### src/hms_pkg.sv
// Package of constants, method codes and state encoding for the homing sequencer
package hms_pkg;

  // ----------------------------------------------------------------
  // Clock and timing
  // ----------------------------------------------------------------
  localparam int unsigned HMS_CLK_HZ      = 10_000_000;
  localparam int unsigned HMS_TIMEOUT_MS  = 20_000;
  localparam int unsigned HMS_TIMEOUT_CYC = HMS_TIMEOUT_MS * (HMS_CLK_HZ / 1000);

  // ----------------------------------------------------------------
  // Homing method codes
  // ----------------------------------------------------------------
  localparam logic [7:0] HMS_M_NEG_LIMIT  = 8'h01;
  localparam logic [7:0] HMS_M_POS_LIMIT  = 8'h02;
  localparam logic [7:0] HMS_M_HOME_A     = 8'h03;
  localparam logic [7:0] HMS_M_HOME_B     = 8'h04;
  localparam logic [7:0] HMS_M_HOME_C     = 8'h05;
  localparam logic [7:0] HMS_M_HOME_D     = 8'h06;
  localparam logic [7:0] HMS_M_LIM_HOME   = 8'h07;
  localparam logic [7:0] HMS_M_LIM_HOME_R = 8'h08;

  // ----------------------------------------------------------------
  // Control and status word bit positions
  // ----------------------------------------------------------------
  localparam int unsigned HMS_CW_START    = 4;
  localparam int unsigned HMS_SW_TARGET   = 10;
  localparam int unsigned HMS_SW_ATTAINED = 12;
  localparam int unsigned HMS_SW_ERROR    = 13;
  localparam int unsigned HMS_SW_HOMEFLAG = 15;

  // ----------------------------------------------------------------
  // Synchronised input indices
  // ----------------------------------------------------------------
  localparam int unsigned HMS_IN_NEG   = 0;
  localparam int unsigned HMS_IN_POS   = 1;
  localparam int unsigned HMS_IN_HOME  = 2;
  localparam int unsigned HMS_IN_INDEX = 3;
  localparam int unsigned HMS_IN_NUM   = 4;

  localparam logic [3:0] HMS_SYNC_RST = 4'h0;

  // ----------------------------------------------------------------
  // States, Gray coded along the usual path
  // ----------------------------------------------------------------
  typedef enum logic [2:0] {
    HMS_IDLE  = 3'h0,
    HMS_RUN_A = 3'h1,  // waiting for rising edge of the deceleration signal
    HMS_RUN_B = 3'h3,  // waiting for falling edge
    HMS_RUN_C = 3'h2,  // waiting for home rising edge before index
    HMS_INDEX = 3'h7,  // armed, waiting for index pulse
    HMS_DONE  = 3'h6,
    HMS_ERR   = 3'h5
  } hms_state_t;

endpackage : hms_pkg

### src/hms_homing_sequencer.sv
// Homing method sequencer: direction and search-speed selection from switch and index inputs
`timescale 1ns/1ps

// Contract
// - First search speed is the high speed, second is the low speed.
// - Method 1, negative limit clear: negative fast, rise reverses slow, fall arms index.
// - Method 1, negative limit set: positive slow, fall arms index.
// - Positive-limit method, clear: positive fast, rise reverses slow, fall arms index.
// - Positive-limit method, set: negative slow, fall arms index.
// - First home method: clear positive fast then negative slow; set negative slow.
// - Second home method, clear: positive slow, index after home rise.
// - Second home method, set: negative fast, fall slows, index after rise.
// - Third home method: clear negative fast, rise reverses slow; set negative slow.
// - Fourth home method: clear negative slow; set positive fast, fall reverses slow.
// - Limit-aware method: positive fast, home rise reverses slow, fall arms index.
// - Limit-aware method: positive limit reverses fast negative, home rise slows.
// - Method 8 clear: as limit-aware, but home fall reverses positive slow, index.
// - Method 8 set: negative slow, fall reverses positive slow, index after rise.
// - Control word bit 4 starts or continues homing; no start while it is 0.
// - Status bit 13 reports timeout or excessive following deviation.
// - On completion position is preset to the home offset.
// - Commanded speed is limited to the smaller of the two maximum speeds.
module hms_homing_sequencer
  import hms_pkg::*;
#(
  parameter int unsigned SPD_W       = 32,
  parameter int unsigned POS_W       = 32,
  parameter int unsigned TIMEOUT_CYC = HMS_TIMEOUT_CYC
) (
  input  wire logic             i_clk,
  input  wire logic             i_rst,
  input  wire logic             i_ce,
  input  wire logic             i_negative_limit_input,
  input  wire logic             i_positive_limit_input,
  input  wire logic             i_home_switch,
  input  wire logic             i_index_pulse,
  input  wire logic [15:0]      i_control_word,
  input  wire logic [7:0]       i_homing_method,
  input  wire logic [SPD_W-1:0] i_search_speed_high,
  input  wire logic [SPD_W-1:0] i_search_speed_low,
  input  wire logic [SPD_W-1:0] i_max_profile_velocity,
  input  wire logic [SPD_W-1:0] i_max_motor_speed,
  input  wire logic [31:0]      i_home_accel,
  input  wire logic [POS_W-1:0] i_home_offset,
  input  wire logic             i_following_excess,
  output logic      [SPD_W-1:0] o_speed_cmd,
  output logic                  o_dir_negative,
  output logic      [31:0]      o_accel_cmd,
  output logic      [POS_W-1:0] o_position_preset,
  output logic                  o_position_preset_load,
  output logic                  o_homing_done,
  output logic      [15:0]      o_status_word
);

  // ----------------------------------------------------------------
  // Input synchronisers and edge detection
  // ----------------------------------------------------------------
  logic [HMS_IN_NUM-1:0] pins;
  logic [HMS_IN_NUM-1:0] sync1_q;
  logic [HMS_IN_NUM-1:0] sync2_q;
  logic [HMS_IN_NUM-1:0] prev_q;
  logic [HMS_IN_NUM-1:0] rise;
  logic [HMS_IN_NUM-1:0] fall;

  assign pins = {i_index_pulse, i_home_switch, i_positive_limit_input, i_negative_limit_input};
  genvar g;
  generate
    for (g = 0; g < HMS_IN_NUM; g++) begin : g_sync
      always_ff @(posedge i_clk) begin
        if (i_rst) begin
          sync1_q[g] <= HMS_SYNC_RST[g];
          sync2_q[g] <= HMS_SYNC_RST[g];
          prev_q[g]  <= HMS_SYNC_RST[g];
        end else if (i_ce) begin
          sync1_q[g] <= pins[g];
          sync2_q[g] <= sync1_q[g];
          prev_q[g]  <= sync2_q[g];
        end
      end
      assign rise[g] = sync2_q[g] & ~prev_q[g];
      assign fall[g] = ~sync2_q[g] & prev_q[g];
    end
  endgenerate

  // ----------------------------------------------------------------
  // Sequencer state
  // ----------------------------------------------------------------
  hms_state_t       state_q, state_d;
  logic [7:0]       meth_q, meth_d;
  logic             dir_neg_q, dir_neg_d;
  logic             fast_q, fast_d;
  logic             act_q, act_d;
  logic             cw_prev_q, cw_prev_d;
  logic [31:0]      tmo_q, tmo_d;
  logic [31:0]      accel_q, accel_d;
  logic [POS_W-1:0] preset_q, preset_d;
  logic             load_q, load_d;
  logic [SPD_W-1:0] speed_q, speed_d;
  logic             go;
  logic             start;
  logic             running;
  logic [SPD_W-1:0] spd_limit;
  logic [SPD_W-1:0] spd_sel;
  logic             lvl_start;
  logic             sig_rise;
  logic             sig_fall;
  logic             limit_aware;
  assign go          = i_control_word[HMS_CW_START];
  assign start       = go & ~cw_prev_q;
  assign running     = (state_q == HMS_RUN_A) || (state_q == HMS_RUN_B) ||
                       (state_q == HMS_RUN_C) || (state_q == HMS_INDEX);
  assign limit_aware = (meth_q == HMS_M_LIM_HOME) || (meth_q == HMS_M_LIM_HOME_R);
  // Deceleration signal of the latched method
  always_comb begin
    case (meth_q)
      HMS_M_NEG_LIMIT: {sig_rise, sig_fall} = {rise[HMS_IN_NEG], fall[HMS_IN_NEG]};
      HMS_M_POS_LIMIT: {sig_rise, sig_fall} = {rise[HMS_IN_POS], fall[HMS_IN_POS]};
      default:         {sig_rise, sig_fall} = {rise[HMS_IN_HOME], fall[HMS_IN_HOME]};
    endcase
  end

  // Level at start is taken from the method being requested, not the latched one
  always_comb begin
    case (i_homing_method)
      HMS_M_NEG_LIMIT: lvl_start = sync2_q[HMS_IN_NEG];
      HMS_M_POS_LIMIT: lvl_start = sync2_q[HMS_IN_POS];
      default:         lvl_start = sync2_q[HMS_IN_HOME];
    endcase
  end

  // Speed selection with clamp to the lower of the two maxima
  assign spd_limit = (i_max_profile_velocity < i_max_motor_speed) ?
                     i_max_profile_velocity : i_max_motor_speed;
  assign spd_sel   = fast_q ? i_search_speed_high : i_search_speed_low;

  always_comb begin
    state_d   = state_q;
    meth_d    = meth_q;
    dir_neg_d = dir_neg_q;
    fast_d    = fast_q;
    act_d     = act_q;
    cw_prev_d = go;
    tmo_d     = tmo_q;
    accel_d   = accel_q;
    preset_d  = preset_q;
    load_d    = 1'b0;
    case (state_q)
      HMS_IDLE, HMS_DONE, HMS_ERR: begin
        if (start) begin
          meth_d  = i_homing_method;
          act_d   = lvl_start;
          accel_d = i_home_accel;
          tmo_d   = 32'h0000_0000;
          fast_d  = 1'b0;
          case (i_homing_method)
            HMS_M_NEG_LIMIT: begin
              state_d   = lvl_start ? HMS_RUN_B : HMS_RUN_A;
              dir_neg_d = ~lvl_start;
              fast_d    = ~lvl_start;
            end
            HMS_M_POS_LIMIT, HMS_M_HOME_A: begin
              state_d   = lvl_start ? HMS_RUN_B : HMS_RUN_A;
              dir_neg_d = lvl_start;
              fast_d    = ~lvl_start;
            end
            HMS_M_HOME_B: begin
              state_d   = lvl_start ? HMS_RUN_B : HMS_RUN_C;
              dir_neg_d = lvl_start;
              fast_d    = lvl_start;
            end
            HMS_M_HOME_C: begin
              state_d   = lvl_start ? HMS_RUN_B : HMS_RUN_A;
              dir_neg_d = 1'b1;
              fast_d    = ~lvl_start;
            end
            HMS_M_HOME_D: begin
              state_d   = lvl_start ? HMS_RUN_B : HMS_RUN_C;
              dir_neg_d = ~lvl_start;
              fast_d    = lvl_start;
            end
            HMS_M_LIM_HOME, HMS_M_LIM_HOME_R: begin
              state_d   = lvl_start ? HMS_RUN_B : HMS_RUN_A;
              dir_neg_d = lvl_start;
              fast_d    = ~lvl_start;
            end
            default: state_d = HMS_ERR;
          endcase
        end
      end
      HMS_RUN_A: begin
        if (go) begin
          if (sig_rise) begin
            state_d   = HMS_RUN_B;
            fast_d    = 1'b0;
            // Limit-aware methods always leave negative; the others reverse
            dir_neg_d = limit_aware ? 1'b1 : ~dir_neg_q;
          end else if (limit_aware && !dir_neg_q && rise[HMS_IN_POS]) begin
            dir_neg_d = 1'b1;
          end
        end
      end
      HMS_RUN_B: begin
        if (go && sig_fall) begin
          fast_d = 1'b0;
          case (meth_q)
            HMS_M_HOME_B, HMS_M_HOME_D: begin
              state_d   = HMS_RUN_C;
              dir_neg_d = 1'b1;
            end
            HMS_M_LIM_HOME_R: begin
              state_d   = act_q ? HMS_RUN_C : HMS_INDEX;
              dir_neg_d = 1'b0;
            end
            default: state_d = HMS_INDEX;
          endcase
        end
      end
      HMS_RUN_C: begin
        if (go && rise[HMS_IN_HOME]) begin
          state_d = HMS_INDEX;
        end
      end
      HMS_INDEX: begin
        if (go && rise[HMS_IN_INDEX]) begin
          state_d  = HMS_DONE;
          preset_d = i_home_offset;
          load_d   = 1'b1;
        end
      end
      default: state_d = HMS_IDLE;
    endcase
    // Timeout counts only while moving; a paused axis does not age
    if (running && go) begin
      tmo_d = tmo_q + 32'h0000_0001;
      if ((tmo_q >= 32'(TIMEOUT_CYC - 1)) || i_following_excess) begin
        state_d = HMS_ERR;
        load_d  = 1'b0;
      end
    end
  end

  // Speed is zero when stopped, paused, done or in error
  always_comb begin
    speed_d = '0;
    if (running && go && (state_d != HMS_DONE) && (state_d != HMS_ERR)) begin
      speed_d = (spd_sel < spd_limit) ? spd_sel : spd_limit;
    end
  end

  always_ff @(posedge i_clk) begin
    if (i_rst) begin
      state_q   <= HMS_IDLE;
      meth_q    <= 8'h00;
      dir_neg_q <= 1'b0;
      fast_q    <= 1'b0;
      act_q     <= 1'b0;
      cw_prev_q <= 1'b0;
      tmo_q     <= 32'h0000_0000;
      accel_q   <= 32'h0000_0000;
      preset_q  <= '0;
      load_q    <= 1'b0;
      speed_q   <= '0;
    end else if (i_ce) begin
      state_q   <= state_d;
      meth_q    <= meth_d;
      dir_neg_q <= dir_neg_d;
      fast_q    <= fast_d;
      act_q     <= act_d;
      cw_prev_q <= cw_prev_d;
      tmo_q     <= tmo_d;
      accel_q   <= accel_d;
      preset_q  <= preset_d;
      load_q    <= load_d;
      speed_q   <= speed_d;
    end
  end

  // ----------------------------------------------------------------
  // Outputs
  // ----------------------------------------------------------------
  always_comb begin
    o_status_word                  = 16'h0000;
    o_status_word[HMS_SW_TARGET]   = (state_q == HMS_DONE);
    o_status_word[HMS_SW_ATTAINED] = (state_q == HMS_DONE);
    o_status_word[HMS_SW_ERROR]    = (state_q == HMS_ERR);
    o_status_word[HMS_SW_HOMEFLAG] = (state_q == HMS_DONE);
  end

  assign o_speed_cmd            = speed_q;
  assign o_dir_negative         = dir_neg_q;
  assign o_accel_cmd            = accel_q;
  assign o_position_preset      = preset_q;
  assign o_position_preset_load = load_q;
  assign o_homing_done          = (state_q == HMS_DONE);

endmodule // hms_homing_sequencer

### config.mk
export PLATFORM = sky130hd
export DESIGN_NAME = hms_homing_sequencer
export DESIGN_NICKNAME = d
export VERILOG_FILES = /design/src/hms_pkg.sv /design/src/hms_homing_sequencer.sv
export SDC_FILE = /design/constraint.sdc
export NUM_CORES = 1
export LEC_CHECK = 0
export BUFFER_PORTS_ARGS = -buffer_cell sky130_fd_sc_hd__buf_2
export CORE_MARGIN = 4
export CORE_UTILIZATION = 52
export CTS_BUF_LIST = sky130_fd_sc_hd__clkbuf_4 sky130_fd_sc_hd__clkbuf_8
export CTS_CLUSTER_DIAMETER = 100
export CTS_CLUSTER_SIZE = 12
export DETAILED_ROUTE_END_ITERATION = 8
export PLACE_DENSITY = 0.93
export SLEW_MARGIN = 20
export SYNTH_ARGS = -nofsm -noshare
export SYNTH_HDL_FRONTEND = slang
export SYNTH_SLANG_ARGS = --single-unit
### constraint.sdc
create_clock -name i_clk -period 5.35 [get_ports i_clk]
set_input_delay 0.2675 -clock i_clk [delete_from_list [all_inputs] [get_ports i_clk]]
set_output_delay 0.2675 -clock i_clk [all_outputs]
set_load 0.03 [all_outputs]
==> flow_summary.json <==
{
  "fp.dieArea_um2": 20000,
  "stdcell_area_um2": 11300,
  "via_per_inst": 5.61,
  "hold_violations": 0,
  "synth.area.top_cells": "dfxtp_1, mux2i_1, ha_1, nand2_1, a21oi_1",
  "fin_crit_ns": 4.68,
  "criticalPathCategory": "input port to flip-flop",
  "cts_root_buffer": "clkbuf_8",
  "status": "finished clean",
  "grt_use_met1_pct": 30.1,
  "start_kind": "input port",
  "path_clk_slew_ns": 0.11,
  "initial_core_util_pct": 53.4,
  "syn2layout_area_growth_pct": 21.9,
  "grtUsageTotal_pct": 26.1,
  "p_per_area_nw_per_um2": 237,
  "io_pins": 339,
  "grt_pass1_vias": 8842,
  "grt_first_pass_wirelength_um": 42600,
  "detailedPlace.worstSlack_ns": 0.321,
  "drt_iter0_drc": 583,
  "rows": 48,
  "crit_fanout": 31,
  "maxSlewHeadroom_pct": 34.1,
  "ant_nets": 0,
  "setup_tns_ns": 0,
  "rsz0062_at_grt": "false",
  "ys.flop_type": "dfxtp_1",
  "clk_path_buf_depth": 2,
  "gr-total-overflow": 0,
  "port_buffers": 311,
  "yosysTopAreaCell": "dfxtp_1",
  "hp-class": "input port to flip-flop",
  "synth-async-reset-ratio_pct": 0,
  "crit_required_ns": 5.75,
  "drcViolationCount": 0,
  "clk-insertion-delay-late_ns": 0.46,
  "yosys_register_bits": 156,
  "syn_inst": 1125,
  "drt_wl_total_um": 27400,
  "worstMarginPinSlew_ns": 0.989,
  "cts_buffers": 17,
  "vias": 9221,
  "grt.met3_usage_pct": 6.24,
  "yosys_warnings": 0,
  "ys_seq_area_share_pct": 33.7,
  "crit_arrival_ns": 5.08,
  "antenna_found_initial": 2,
  "end_kind": "flip-flop",
  "slew_viol_final": 0,
  "instances_no_fill": 1643,
  "die_h_um": 142,
  "ir_drop_v": 0.000172,
  "dp.cells": 1608,
  "setup_viol": 0,
  "synth.distinct_cells": 75,
  "netlist.area_leader.share_pct": 33.7,
  "leakage_nw": 5.27,
  "synth.avg_cell_area_um2": 8.24,
  "setup_ws_ns": 0.667,
  "drtPass1Iterations": 6,
  "grt_use_met2_pct": 45.4,
  "grt_max_degree": 98,
  "cts.sinks": 156,
  "multi_input_area_um2": 5550,
  "synth.cell_area_um2": 9270,
  "p_total_mw": 2.67,
  "grt_busiest_layer": "met2",
  "synth_edf_count": 0,
  "gp_congestion": 0.970,
  "num-fill-cells": 1396,
  "finalCritPeriodShare_pct": 87.5,
  "coreArea_um2": 17400,
  "die_width_um": 142,
  "nNetsFinal": 1690,
  "place_hpwl_um": 21700,
  "fin_skew_ns": 0.0160,
  "drive_gt1_share_pct": 28.2,
  "placed_area_um2": 10900,
  "drv_cap": 0,
  "cts_setup_buffers": 0,
  "htreeDepth": 4,
  "route.detailed.wl_per_inst_um": 16.7,
  "max_clock_freq_ghz": 0.214,
  "seq_area_um2": 3120,
  "cts_tree": "yes"
}
## area by class of cell
cell class	count	share of cell area, %
tap	225	2.49
multi-input combinational	831	49.1
clock buffer	17	2.07
inverter	76	2.53
antenna	2	0.0443
timing repair buffer	321	14.6
clock inverter	15	1.47
sequential	156	27.7
## critical path: stages
cell and delay, ns:
buf_2 0.09, inv_1 0.04, ha_1 0.29, a21oi_1 0.16
o21ai_0 0.14, a221oi_1 0.51, nand2b_1 0.17, nand4_1 0.15
buf_12 0.25, mux2i_1 0.20, ha_1 0.34, nand2_1 0.07
nor4_1 0.38, nand3_1 0.20, o41ai_1 0.61, nor4_1 0.19
a21oi_4 0.18, buf_4 0.35, mux2i_1 0.32, a22o_2 0.17
## kinds of logic (layout without fill, tap and decap cells)
family | after synthesis | in the layout | share of synthesized area (%)
simple gates | 383 | 383 | 19.3
fa+ha+maj | 64 | 64 | 8.61
xor+xnor | 27 | 27 | 2.55
flops | 156 | 156 | 33.7
other cells | 1 | 14 | 0.0405
mux | 109 | 109 | 11.8
buf+inv | 149 | 429 | 7.01
compound gates | 236 | 236 | 17.0
## stage by stage
step	utilization [%]	hold slack (ns)
6_report	65.1	0.0349
2_1_floorplan	-	0.403
3_5_place_dp	62.7	0.443
5_1_grt	65.1	0.000668
4_1_cts	65.0	0.00544
3_3_place_gp	62.7	0.438
## layer usage
| metal | up-vias | wire length (um) |
|---|---|---|
| met5 | - | 0 |
| met4 | 0 | 1240 |
| met2 | 436 | 13500 |
| met3 | 84 | 2350 |
| li1 | 4478 | - |
| met1 | 4223 | 10300 |
## cell usage after synthesis (15+ instances only)
master	n
buf_4	15
nand3_1	27
clkbuf_1	40
inv_1	75
a21oi_1	109
dfxtp_1	156
nand4_1	15
xor2_1	21
nand2_1	180
ha_1	63
nor2_1	75
o21ai_0	25
a22o_2	25
mux2i_1	108
## worst paths after layout
check	from	endpoint	slack, ns	cells after the start
worst max-delay path	i_max_motor_speed[9]	o_speed_cmd[26]	0.67	20
worst min-delay path	i_home_accel[18]	o_accel_cmd[18]	0.03	3
worst max register to register	fast_q	o_speed_cmd[26]	1.31	12
worst min register to register	o_position_preset[5]	o_position_preset[5]	0.46	2
## layout by cell type, fill, tap and decap left out, drive strengths merged, types with 3 or more instances in the layout
| cell | netlist | routed |
|---|---|---|
| or3 | 6 | 6 |
| buf | 33 | 320 |
| a22o | 32 | 32 |
| a21boi | 3 | 3 |
| o22ai | 3 | 3 |
| conb | 1 | 12 |
| clkinv | 0 | 5 |
| a21o | 6 | 6 |
| nand4 | 15 | 15 |
| a21oi | 110 | 110 |
| mux2i | 108 | 108 |
| o211ai | 3 | 3 |
| a2bb2oi | 4 | 4 |
| a211oi | 7 | 7 |
| nand2 | 180 | 180 |
| and2 | 6 | 6 |
| a2111oi | 3 | 3 |
| inv | 76 | 86 |
| nand2b | 11 | 11 |
| xor2 | 21 | 21 |
| nor2b | 8 | 8 |
| ha | 63 | 63 |
| clkbuf | 40 | 17 |
| nor4b | 3 | 3 |
| dfxtp | 156 | 156 |
| and3 | 5 | 5 |
| nand3 | 27 | 27 |
| a311oi | 4 | 4 |
| xnor2 | 6 | 6 |
| nor4 | 12 | 12 |
| o21ai | 28 | 28 |
| nor3 | 15 | 15 |
| nor2 | 75 | 75 |
| o21a | 7 | 7 |
| or4 | 5 | 5 |
| and4 | 6 | 6 |
## timing repair
item                      in CTS  in global routing
hold buffers                   0                  1
gates resized for setup        0                  0
hold endpoints to repair       0                  1
## flip-flops by register name (all words and copies together) (netlist names), 3 cells and up
name	cells
meth_q	8
o_accel_cmd	32
o_position_preset	32
o_speed_cmd	32
prev_q	4
state_q	3
sync1_q	4
sync2_q	4
tmo_q	32
## where the power goes
part           internal (mW)  switching [mW]  total [mW]
Clock                  0.356           0.518       0.874
Sequential              1.18          0.0205        1.20
Combinational          0.244           0.351       0.595
Total                   1.78           0.890        2.67
Note: power is estimated with default switching activity, not from simulation.
